$ cat src/verilog/rbwl_map.svh
`ifndef RBWL_MAP_SVH
`define RBWL_MAP_SVH

// Register offsets on the serial register port.
`define RBWL_ADDR_BANK 8'hf0
`define RBWL_ADDR_PRIM 8'hf1
`define RBWL_ADDR_SEC 8'hf2

// Reset values.
`define RBWL_BANK_RST 8'h00
`define RBWL_LOCK_RST 8'h00

// Implemented bits; all other bits are reserved.
`define RBWL_BANK_MASK 8'h01
`define RBWL_LOCK_MASK 8'h3f

// Field positions.
`define RBWL_BANK_BIT 0
`define RBWL_LOCK_CONTROL_WORKING_GROUP 5
`define RBWL_LOCK_SEQUENCE_WORKING_GROUP 4
`define RBWL_LOCK_CFG 3
`define RBWL_LOCK_IEN 2
`define RBWL_LOCK_MON 1
`define RBWL_LOCK_SEQ 0
`define RBWL_GRP_W 6

// Sequence whose exit runs the self-test that clears the locks.
`define RBWL_SHDN_SEQ 2'h2

`endif

$ cat src/verilog/rbwl_pkg.sv
package rbwl_pkg;
  // One register byte.
  typedef logic [7:0] rbwl_byte_t;
  // One bit per protected register group.
  typedef logic [5:0] rbwl_grp_t;
  // Sequence number reported by the self-test.
  typedef logic [1:0] rbwl_seq_t;
  // What a host write turned into.
  typedef enum {RBWL_WR_NONE, RBWL_WR_LOCAL, RBWL_WR_PASS, RBWL_WR_DROP} rbwl_wr_kind_t;
endpackage

$ cat src/verilog/rbwl_lock_if.sv
interface rbwl_lock_if;
  import rbwl_pkg::*;
  // Host write strobe for this lock register.
  logic wr;
  // Host write data.
  rbwl_byte_t wdata;
  // Clear request from a permitted clearing event.
  logic clr;
  // Current register contents, reserved bits zero.
  rbwl_byte_t q;
  modport ctrl (output wr, output wdata, output clr, input q);
  modport lock (input wr, input wdata, input clr, output q);
endinterface

$ cat src/verilog/rbwl_lock_reg.sv
`include "rbwl_map.svh"

// One sticky lock register: bits only rise under host writes.
module rbwl_lock_reg
  import rbwl_pkg::*;
(
  // Clock and reset.
  input wire logic sys_clk,
  input wire logic srst,
  // Control side.
  rbwl_lock_if.lock lk
);

  // Stored lock bits.
  rbwl_byte_t lock_reg;
  // Next value of the lock bits.
  rbwl_byte_t lock_next;
  // Bits the current write tries to set.
  rbwl_byte_t set_bits;

  // A written zero never clears a bit; reserved bits are dropped.
  assign set_bits = lk.wr ? (lk.wdata & `RBWL_LOCK_MASK) : `RBWL_LOCK_RST;

  // A set arriving with a clear survives the clear.
  assign lock_next = (lk.clr ? `RBWL_LOCK_RST : lock_reg) | set_bits;

  // Power-on reset leaves every group writable.
  always_ff @(posedge sys_clk) begin
    if (srst) begin
      lock_reg <= `RBWL_LOCK_RST;
    end else begin
      lock_reg <= lock_next;
    end
  end

  assign lk.q = lock_reg;

endmodule // rbwl_lock_reg

$ cat src/verilog/rbwl_top.sv
//Behaviour
//- Bank select bit zero picks bank.
//- Group locked only when both registers set.
//- Both lock registers reset to zero.
//- Host cannot clear a set lock bit.
//- Power cycle or monitor reset clears locks.
//- Shutdown self-test after sequence two clears.
//- Bit five locks control working group.
//- Bit four locks sequence working group.
//- Bit three locks configuration group.
//- Bit two locks interrupt enable group.
//- Bit one locks selected monitor channels.
//- Bit zero locks sequence group.
//- Set lock bits stay read-only until cleared.

`include "rbwl_map.svh"

module rbwl_top
  import rbwl_pkg::*;
#(
  parameter int CHANNELS = 8
) (
  // Clock and reset.
  input wire logic sys_clk,
  input wire logic srst,
  // Host register port.
  input wire logic reg_wr_en,
  input wire logic reg_rd_en,
  input wire logic [7:0] reg_addr,
  input wire logic [7:0] reg_wdata,
  output logic [7:0] reg_rdata,
  output logic reg_rd_valid,
  // Classification of the addressed register.
  input wire logic [5:0] tgt_group_sel,
  input wire logic [CHANNELS-1:0] tgt_mon_chan,
  input wire logic [CHANNELS-1:0] monitor_lock_select,
  // Clearing events.
  input wire logic monitor_soft_reset,
  input wire logic selftest_done,
  input wire logic [1:0] selftest_exit_seq,
  input wire logic selftest_on_shutdown,
  // Gated write towards the protected registers.
  output logic fwd_wr_en,
  output logic [7:0] fwd_addr,
  output logic [7:0] fwd_wdata,
  output logic fwd_wr_blocked,
  // State for the rest of the device.
  output logic bank_sel,
  output logic [5:0] lock_effective
);

  ////////////////////////////////////////////////////////////////////////////
  // Address decode.

  // Write aimed at the bank selection register.
  logic hit_bank_wr;
  // Write aimed at the primary lock register.
  logic hit_prim_wr;
  // Write aimed at the secondary lock register.
  logic hit_sec_wr;
  // Write aimed at any register of this block.
  logic hit_local_wr;

  // Each local register answers at one fixed offset.
  assign hit_bank_wr = reg_wr_en && (reg_addr == `RBWL_ADDR_BANK);
  assign hit_prim_wr = reg_wr_en && (reg_addr == `RBWL_ADDR_PRIM);
  assign hit_sec_wr = reg_wr_en && (reg_addr == `RBWL_ADDR_SEC);
  assign hit_local_wr = hit_bank_wr || hit_prim_wr || hit_sec_wr;

  ////////////////////////////////////////////////////////////////////////////
  // Clearing events.

  // Self-test finished on the exit of the shutdown sequence.
  logic selftest_clear;
  // Any event short of reset that wipes the lock bits.
  logic lock_clear;

  // Only counts while the shutdown self-test setting is on.
  assign selftest_clear = selftest_done && selftest_on_shutdown &&
                          (selftest_exit_seq == `RBWL_SHDN_SEQ);

  // The power cycle is the reset inside the lock registers.
  assign lock_clear = monitor_soft_reset || selftest_clear;

  ////////////////////////////////////////////////////////////////////////////
  // Lock registers.

  // Carrier to the primary lock register.
  rbwl_lock_if prim_if ();
  // Carrier to the secondary lock register.
  rbwl_lock_if sec_if ();

  // Both registers see the same clears, so a clear wipes both in the same cycle; writes still reach each one apart.
  assign prim_if.wr = hit_prim_wr;
  assign prim_if.wdata = reg_wdata;
  assign prim_if.clr = lock_clear;
  assign sec_if.wr = hit_sec_wr;
  assign sec_if.wdata = reg_wdata;
  assign sec_if.clr = lock_clear;

  // Primary lock register.
  rbwl_lock_reg u_prim (
    .sys_clk (sys_clk),
    .srst (srst),
    .lk (prim_if.lock)
  );

  // Secondary lock register.
  rbwl_lock_reg u_sec (
    .sys_clk (sys_clk),
    .srst (srst),
    .lk (sec_if.lock)
  );

  ////////////////////////////////////////////////////////////////////////////
  // Effective protection.

  // A group is guarded only when both registers agree.
  rbwl_grp_t lock_both;

  // Reserved bits seven and six never take part in the guard.
  assign lock_both = prim_if.q[`RBWL_GRP_W-1:0] & sec_if.q[`RBWL_GRP_W-1:0];

  // Group guards, one per lock bit.
  logic guard_control_working_group;
  logic guard_sequence_working_group;
  logic guard_cfg;
  logic guard_ien;
  logic guard_mon;
  logic guard_seq;

  // A guard fires when its group is addressed and locked in both registers.
  assign guard_control_working_group = lock_both[`RBWL_LOCK_CONTROL_WORKING_GROUP] && tgt_group_sel[`RBWL_LOCK_CONTROL_WORKING_GROUP];
  assign guard_sequence_working_group = lock_both[`RBWL_LOCK_SEQUENCE_WORKING_GROUP] && tgt_group_sel[`RBWL_LOCK_SEQUENCE_WORKING_GROUP];
  assign guard_cfg = lock_both[`RBWL_LOCK_CFG] && tgt_group_sel[`RBWL_LOCK_CFG];
  assign guard_ien = lock_both[`RBWL_LOCK_IEN] && tgt_group_sel[`RBWL_LOCK_IEN];
  assign guard_seq = lock_both[`RBWL_LOCK_SEQ] && tgt_group_sel[`RBWL_LOCK_SEQ];

  ////////////////////////////////////////////////////////////////////////////
  // Monitor channel selection.

  // Channels whose monitor registers are addressed and selected for locking.
  logic [CHANNELS-1:0] mon_chan_hit;

  // Each channel is locked only if the select register names it.
  genvar ch;
  generate
    for (ch = 0; ch < CHANNELS; ch++) begin : g_mon
      assign mon_chan_hit[ch] = tgt_mon_chan[ch] && monitor_lock_select[ch];
    end
  endgenerate

  // Unselected channels stay writable even with the monitor lock on.
  assign guard_mon = lock_both[`RBWL_LOCK_MON] && tgt_group_sel[`RBWL_LOCK_MON] &&
                     (|mon_chan_hit);

  ////////////////////////////////////////////////////////////////////////////
  // Write classification.

  // Any guard that applies to this write.
  logic write_guarded;
  // Kind of the current host write.
  rbwl_wr_kind_t wr_kind;

  // One guard is enough to discard the write.
  assign write_guarded = guard_control_working_group || guard_sequence_working_group || guard_cfg ||
                         guard_ien || guard_mon || guard_seq;

  // Own registers take priority, then protection decides the rest.
  assign wr_kind = !reg_wr_en ? RBWL_WR_NONE :
                   hit_local_wr ? RBWL_WR_LOCAL :
                   write_guarded ? RBWL_WR_DROP : RBWL_WR_PASS;

  // Forward strobe and drop flag for the next cycle.
  logic fwd_wr_next;
  logic fwd_blk_next;

  // Decode of the write kind; every branch sets both flags.
  always_comb begin
    case (wr_kind)
      RBWL_WR_PASS: begin
        fwd_wr_next = 1'b1;
        fwd_blk_next = 1'b0;
      end
      RBWL_WR_DROP: begin
        fwd_wr_next = 1'b0;
        fwd_blk_next = 1'b1;
      end
      RBWL_WR_LOCAL: begin
        fwd_wr_next = 1'b0;
        fwd_blk_next = 1'b0;
      end
      RBWL_WR_NONE: begin
        fwd_wr_next = 1'b0;
        fwd_blk_next = 1'b0;
      end
      default: begin
        fwd_wr_next = 1'b0;
        fwd_blk_next = 1'b0;
      end
    endcase
  end

  ////////////////////////////////////////////////////////////////////////////
  // Bank selection register.

  // Stored bank selection byte.
  rbwl_byte_t bank_reg;
  // Next value of the bank selection byte.
  rbwl_byte_t bank_next;

  // Only bit zero is stored; reserved bits stay zero.
  assign bank_next = hit_bank_wr ? (reg_wdata & `RBWL_BANK_MASK) : bank_reg;

  // Bank selection holds its value between writes.
  always_ff @(posedge sys_clk) begin
    if (srst) begin
      bank_reg <= `RBWL_BANK_RST;
    end else begin
      bank_reg <= bank_next;
    end
  end

  ////////////////////////////////////////////////////////////////////////////
  // Read path.

  // Read data for the addressed register.
  rbwl_byte_t rdata_next;

  // Unmapped addresses read as zero.
  // A read in the cycle of a lock write still shows the old value.
  assign rdata_next = (reg_addr == `RBWL_ADDR_BANK) ? bank_reg :
                      (reg_addr == `RBWL_ADDR_PRIM) ? prim_if.q :
                      (reg_addr == `RBWL_ADDR_SEC) ? sec_if.q : 8'h00;

  // Registered read data.
  rbwl_byte_t rdata_reg;
  // Read answer pulse.
  logic rd_valid_reg;

  // Read data change only when a read is taken.
  always_ff @(posedge sys_clk) begin
    if (srst) begin
      rdata_reg <= 8'h00;
      rd_valid_reg <= 1'b0;
    end else begin
      rdata_reg <= reg_rd_en ? rdata_next : rdata_reg;
      rd_valid_reg <= reg_rd_en;
    end
  end

  ////////////////////////////////////////////////////////////////////////////
  // Forwarded write and state outputs.

  // Registered forward strobe, address and data.
  logic fwd_wr_reg;
  logic fwd_blk_reg;
  rbwl_byte_t fwd_addr_reg;
  rbwl_byte_t fwd_wdata_reg;
  // Registered copies of the state outputs.
  logic bank_out_reg;
  rbwl_grp_t lock_eff_reg;

  // Write strobes are single pulses; address and data hold until next passed write.
  always_ff @(posedge sys_clk) begin
    if (srst) begin
      fwd_wr_reg <= 1'b0;
      fwd_blk_reg <= 1'b0;
      fwd_addr_reg <= 8'h00;
      fwd_wdata_reg <= 8'h00;
    end else begin
      fwd_wr_reg <= fwd_wr_next;
      fwd_blk_reg <= fwd_blk_next;
      fwd_addr_reg <= fwd_wr_next ? reg_addr : fwd_addr_reg;
      fwd_wdata_reg <= fwd_wr_next ? reg_wdata : fwd_wdata_reg;
    end
  end

  // The one-cycle lag keeps every output a plain flip-flop.
  // State outputs follow the stored registers by one cycle.
  always_ff @(posedge sys_clk) begin
    if (srst) begin
      bank_out_reg <= 1'b0;
      lock_eff_reg <= 6'h00;
    end else begin
      bank_out_reg <= bank_reg[`RBWL_BANK_BIT];
      lock_eff_reg <= lock_both;
    end
  end

  // Each output is a flip-flop; these lines only rename them.
  assign reg_rdata = rdata_reg;
  assign reg_rd_valid = rd_valid_reg;
  assign fwd_wr_en = fwd_wr_reg;
  assign fwd_addr = fwd_addr_reg;
  assign fwd_wdata = fwd_wdata_reg;
  assign fwd_wr_blocked = fwd_blk_reg;
  assign bank_sel = bank_out_reg;
  assign lock_effective = lock_eff_reg;

endmodule // rbwl_top

$ cat config.mk
export PLATFORM = sky130hd
export DESIGN_NAME = rbwl_top
export DESIGN_NICKNAME = d
export VERILOG_FILES = /design/src/verilog/rbwl_pkg.sv /design/src/verilog/rbwl_lock_if.sv /design/src/verilog/rbwl_lock_reg.sv /design/src/verilog/rbwl_top.sv
export VERILOG_INCLUDE_DIRS = /design/src /design/src/verilog
export SDC_FILE = /design/constraint.sdc
export NUM_CORES = 1
export LEC_CHECK = 0
export ABC_AREA = 1
export BUFFER_PORTS_ARGS = -buffer_cell sky130_fd_sc_hd__buf_2
export CORE_MARGIN = 1.5
export CORE_UTILIZATION = 35
export CTS_CLUSTER_SIZE = 30
export DETAILED_ROUTE_END_ITERATION = 8
export PLACE_DENSITY_LB_ADDON = 0.1
export SLEW_MARGIN = 10
export SYNTH_ARGS = -nofsm -noshare
export SYNTH_HDL_FRONTEND = slang
export SYNTH_SLANG_ARGS = --single-unit
$ cat constraint.sdc
create_clock -name sys_clk -period 1.7 [get_ports sys_clk]
set_clock_uncertainty 0.05 [all_clocks]
set_input_delay 0.34 -clock sys_clk [delete_from_list [all_inputs] [get_ports sys_clk]]
set_output_delay 0.34 -clock sys_clk [all_outputs]
set_load 0.005 [all_outputs]
; Word level (Yosys, flattened, before mapping)
; Index checks and enable logic that the tools add are counted.
[op_classes]
eq_ne = 6
muxes = 12
n_bitwise = 3
reduce_logical = 29
[op_table]
columns = op, n
row1 = $mux 8, 5
row2 = $eq 8x8->1 const B, 3
row3 = $logic_and 1x1->1, 20
row4 = $or 8x8->8, 2
row5 = $mux 6, 2
row6 = $logic_or 1x1->1, 8
row7 = $reduce_or 8->1, 1
row8 = $and 6x6->6, 1
row9 = $eq 2x2->1 const B, 3
row10 = $mux 2, 2
row11 = $mux 1, 3
[totals]
out_inout_bits = 34
register_bits = 51
input_bits = 47
wordCells = 61

; Depth between registers and ports, before layout
[logic_depth]
word_depth = 12
ltp_mapped = 11

; By module
; A second synthesis with hierarchy kept.
[unflattened]
cells_unflattened = 306
area_unflattened_um2 = 2252.2
[modules_own_cells]
columns = mod, area_each_um2, instances, seq_area_each_um2, cells_per_inst
row1 = rbwl_top, 1816.7, 1, 700.7, 250
row2 = rbwl_lock_reg, 217.7, 2, 120.1, 28

; Worst setup path after synthesis
; No wires, ideal clock.
[synth_timing]
path_type = input to register
startpoint = in reg_addr[5]
endpoint = reg fwd_addr_reg[6] (netlist: fwd_addr[6])
t_required_ns = 1.536
path_stages = 9
setup_ns = 0.114
t_arrival_ns = 1.169
n_path_buf = 1
path_slack_ns = 0.368
path_cell_list = nand2_2 -> nor2_8 -> nand2_4 -> nand4_4 -> nor2_8 -> buf_12 -> nand2_2 -> nand2_1 -> nor2_2
[synth_via]
elab_chain_cells = 8
word_cells_on_any_way = 12
classes_between = eq/ne: 4 / mux: 3 / reduce/logical: 5
[synth_rtl]
columns = item, line
row1 = "start, declared", rbwl_top.sv:29  ; input wire logic [7:0] reg_addr,
row2 = $eq 8x8->1 (no source line), -
row3 = "$logic_and 1x1->1, on equally long branches", "rbwl_top.sv:65, rbwl_top.sv:66"
row4 = $logic_or 1x1->1, rbwl_top.sv:68  ; assign hit_local_wr = hit_bank_wr || hit_prim_wr || hit_sec_wr;
row5 = $logic_or 1x1->1 *, rbwl_top.sv:68
row6 = $mux 2 *, rbwl_top.sv:171  ; hit_local_wr ? RBWL_WR_LOCAL :
row7 = $mux 2 *, rbwl_top.sv:170  ; assign wr_kind = !reg_wr_en ? RBWL_WR_NONE :
row8 = $eq 2x2->1 *, rbwl_top.sv:180  ; case (wr_kind)
row9 = $mux 1 *, rbwl_top.sv:180
row10 = "end signal, assigned", rbwl_top.sv:274  ; fwd_addr_reg <= fwd_wr_next ? reg_addr : fwd_addr_reg;
row11 = "end, declared", rbwl_top.sv:258  ; rbwl_byte_t fwd_addr_reg;
; Mark *: on every way between the ends. The rest lies on a longest branch, timed or not.
; A chain may end at the register's enable or synchronous reset.

; Worst setup path after layout
[layout_timing]
startpoint = reg u_prim.lock_reg[3] (netlist: u_prim.lk.q[3])
endpoint = reg fwd_wdata_reg[3] (netlist: fwd_wdata[3])
[layout_via]
elab_chain_cells = 11
[layout_rtl]
columns = item, line
row1 = "start, declared", rbwl_lock_reg.sv:15  ; rbwl_byte_t lock_reg;
row2 = "start signal, assigned", rbwl_lock_reg.sv:30  ; lock_reg <= `RBWL_LOCK_RST;
row3 = "start signal, assigned", rbwl_lock_reg.sv:32  ; lock_reg <= lock_next;
row4 = $and 6x6->6, rbwl_top.sv:122  ; assign lock_both = prim_if.q[`RBWL_GRP_W-1:0] & sec_if.q[`RBWL_GRP_W-1:0];
row5 = $logic_and 1x1->1, rbwl_top.sv:135  ; assign guard_cfg = lock_both[`RBWL_LOCK_CFG] && tgt_group_sel[`RBWL_LOCK_CFG];
row6 = $logic_or 1x1->1 (2 in a row), rbwl_top.sv:166  ; assign write_guarded = guard_control_working_group || guard_sequence_working_group || guard_cfg ||
row7 = $logic_or 1x1->1 (2 in a row), rbwl_top.sv:167  ; guard_ien || guard_mon || guard_seq;
row8 = $mux 1, rbwl_top.sv:172  ; write_guarded ? RBWL_WR_DROP : RBWL_WR_PASS;
row9 = $mux 2, rbwl_top.sv:171
row10 = $mux 2, rbwl_top.sv:170
row11 = $eq 2x2->1, rbwl_top.sv:180
row12 = $mux 1, rbwl_top.sv:180
row13 = "end signal, assigned", rbwl_top.sv:275  ; fwd_wdata_reg <= fwd_wr_next ? reg_wdata : fwd_wdata_reg;
row14 = "end, declared", rbwl_top.sv:259  ; rbwl_byte_t fwd_wdata_reg;
; Every way passes these cells.

==> impl_results.md <==
* Yosys reg bits at 45
* DRT iter0 DRCs at 56
* Worst min-delay path class: in2reg
* Met3 wire len at 342 µm
* Synth cell types at 30
* RSZ-0062 raised after global routing: false
* Die Y-Extent at 79.62 µm
* Synth top area cells: dfxtp_1 44%, nand2_1 12%, nand2_2 5.5%, inv_1 5.3%, nor2_2 4.9%
* Met1 wire length at 2253 µm
* Mapped Cells at 275
* WP data required at approximately 1900 ps
* Total Nets Final at ~410
* Fin. max-slew vios at 0
* Final WL at approximately 4700 µm
* Total Die Area at ~0.0063 mm²
* Postcts setup bufs at 0
* Final setup TNS at 0 ps
* Async SR Flop Fraction at 0%
* CP Class: reg2reg
* Initial Utilization at 36.86%
* Crit-path cells: nand3_1 > nand3_1 > nor2_1 > nand2_4 > nor2_8 > buf_12 > nand2_2 > nand2_1 > nor2_2
* Final-layout fill cell count at 612
* Number of port buffers at 78
* Via density at 4.469
* Startpoint types: register
* Crit path DAT at 1580 ps
* Post-synthesis sequential area ratio at 43.85%
* Leak Pwr at ~1.3 nW
* CTS root buffer: clkbuf_8
* Max Cap Viol at 0
* Resized Gates After CTS at 0
* First-pass GRT wire length at roughly 7600 µm
* Via count at 1926
* Drt first pass iters at 4
* Power Density at 771.9 mW/mm²
* Area leader, netlist: dfxtp_1
* Max layer used: met4
* # clock sinks at 45
* Status: finished clean
* Nature of the critical path endpoint: register
* CTS hold repair buffers at 0
* Total power at 2.025 mW
* Post-Synthesis Cell Area at 0.002054 mm²
* Post-synth top area share at between 40% and 50%
* DP HPWL at 3604 µm
* Min cycle time layout at 1426 ps
* Wire length per cell at 11.01 µm
* Initial antenna violation count at 0
* Fmax achieved at roughly 0.7 GHz
* Synth Flop Type: dfxtp_1
* Num CTS Buffers at 5
* Gr ovfl total at 0
* CP max stage cell: dfxtp_1
* Largest net degree at the start of global routing at 29
* Chip width at 79.62 µm
* Row count at 27
* EDFF count, synth at 0
* Final antenna-violating net count at 0
* Most used cell, CP: nand3_1
* CTS tree: yes
* Crit path max fanout at 18
* Diodes inserted at 0
* Clock transition at path regs at 90 ps
* Hold Violations, Final at 0
* Clock latency at the later pin of the worst-skew pair at around 300 ps
* GPL Wtd Cong at 0.7444
* VDD IR-drop max at about 0.32 mV
* Share of cells above drive strength 1 at 38.44%
* Ys Warns at 0
* # setup viols final at 0
* Core Region at 0.005574 mm²
* Mean Syn Cell Area at between 7 and 8 µm²
* Tot GR Track Use at 15.48%
* Vias in the first global route at about 1700
* IO Count at 81
* Slowest cell delay on critical path at 330 ps
* DRC violations left at 0
* WL met2 at ~2100 µm
* Max Buffers Root-to-Sink at 2
* Family with the most delay on the worst path: simple AND/OR/NAND/NOR gates
* CP Buf/Inv Count at 1
* Final cycle utilization of the critical path at between 80% and 90%
* Max H-tree Level at 2
* Area Growth Syn to Fin at 27.71%
-- layout by cell type, fill, tap and decap left out --
master	synthesis	final
buf_4	2	6
clkinv_2	0	2
dfxtp_1	45	45
o32ai_1	1	1
and3_1	1	1
nand2_1	66	66
nand3_1	14	14
nand2_4	3	3
a21oi_1	18	18
o21ai_0	1	1
o211ai_1	1	1
o21bai_1	1	1
inv_2	4	4
clkinv_1	1	1
clkinvlp_4	0	1
buf_2	2	78
inv_1	29	29
buf_12	1	2
conb_1	1	2
nor2_8	2	2
nand4_4	1	1
clkbuf_8	0	5
nor3b_1	1	1
o21a_1	1	1
nand2_2	18	18
nor2_2	16	16
nand4_1	1	1
nor3_1	7	7
o22ai_1	5	5
nor2_1	26	26
-- Yosys cell counts (2+ instances only) --
| library cell | n |
|---|---|
| o22ai_1 | 5 |
| inv_1 | 29 |
| nand2_4 | 3 |
| nor3_1 | 7 |
| nor2_2 | 16 |
| a21oi_1 | 18 |
| nor2_8 | 2 |
| nand3_1 | 14 |
| buf_4 | 2 |
| buf_2 | 2 |
| nor2_1 | 26 |
| inv_2 | 4 |
| dfxtp_1 | 45 |
| clkbuf_1 | 4 |
| nand2_2 | 18 |
| nand2_1 | 66 |
-- cell families (layout without fill, tap and decap cells) --
group | Yosys count | after routing | share of synthesized area [%]
AO/OA/AOI/OAI | 28 | 28 | 7.674
buffers and inverters | 45 | 128 | 10.41
flip-flops | 45 | 45 | 43.85
other | 1 | 2 | 0.1825
AND/OR/NAND/NOR | 156 | 156 | 37.88
-- cell type report --
cell class,count,area (µm²),share of cell area (%)
multi-input combinational,186,943.4,35.96
timing repair buffer,86,475.5,18.12
clock inverter,3,17.52,0.6676
clock buffer,5,68.82,2.623
tap,72,90.09,3.433
sequential,45,900.9,34.33
inverter,34,127.6,4.864
-- final timing paths --
path	from	endpoint	slack, ps	cells after the start
setup / recovery	u_prim.lk.q[3]	fwd_wdata[3]	270	9
hold / removal	reg_wdata[4]	u_sec.lk.q[4]	250	3
setup reg to reg	u_prim.lk.q[3]	fwd_wdata[3]	270	9
hold reg to reg	bank_reg[0]	bank_sel	420	2
-- worst reg2reg max path: cells and delay by family, from the launching register on --
kind                   cells  cell delay, ps
AND/OR/NAND/NOR            8             780
buffers and inverters      1             170
flip-flops                 1             330
-- power breakdown --
| part | switching, mW | internal [mW] | leakage, nW |
|---|---|---|---|
| logic | 0.148 | 0.121 | 0.896 |
| clock network | 0.374 | 0.284 | 0.0439 |
| registers | 0.0135 | 1.08 | 0.367 |
| total | 0.535 | 1.49 | 1.31 |
-- metal layers --
layer  track usage (%)  up-vias
met5                 0        -
li1                  -     1011
met4             5.263        0
met2             25.00       57
met3             4.229        6
met1             19.80      852
-- metrics by stage --
stage | instances | hold WS [ps] | worst slack, ps | utilization [%] | instance area [µm²]
2_1_floorplan | 276 | 372.3 | 367.5 | - | 2058
3_3_place_gp | 423 | 404.7 | 140.7 | 45.52 | 2537
3_5_place_dp | 423 | 402.5 | 127.5 | 45.52 | 2537
4_1_cts | 431 | 243.5 | 257.9 | 47.07 | 2624
5_1_grt | 431 | 252.1 | 136.6 | 47.07 | 2624
6_report | 431 | 251.9 | 273.8 | 47.07 | 2624
No activity file was read; power rests on OpenSTA's default activity.
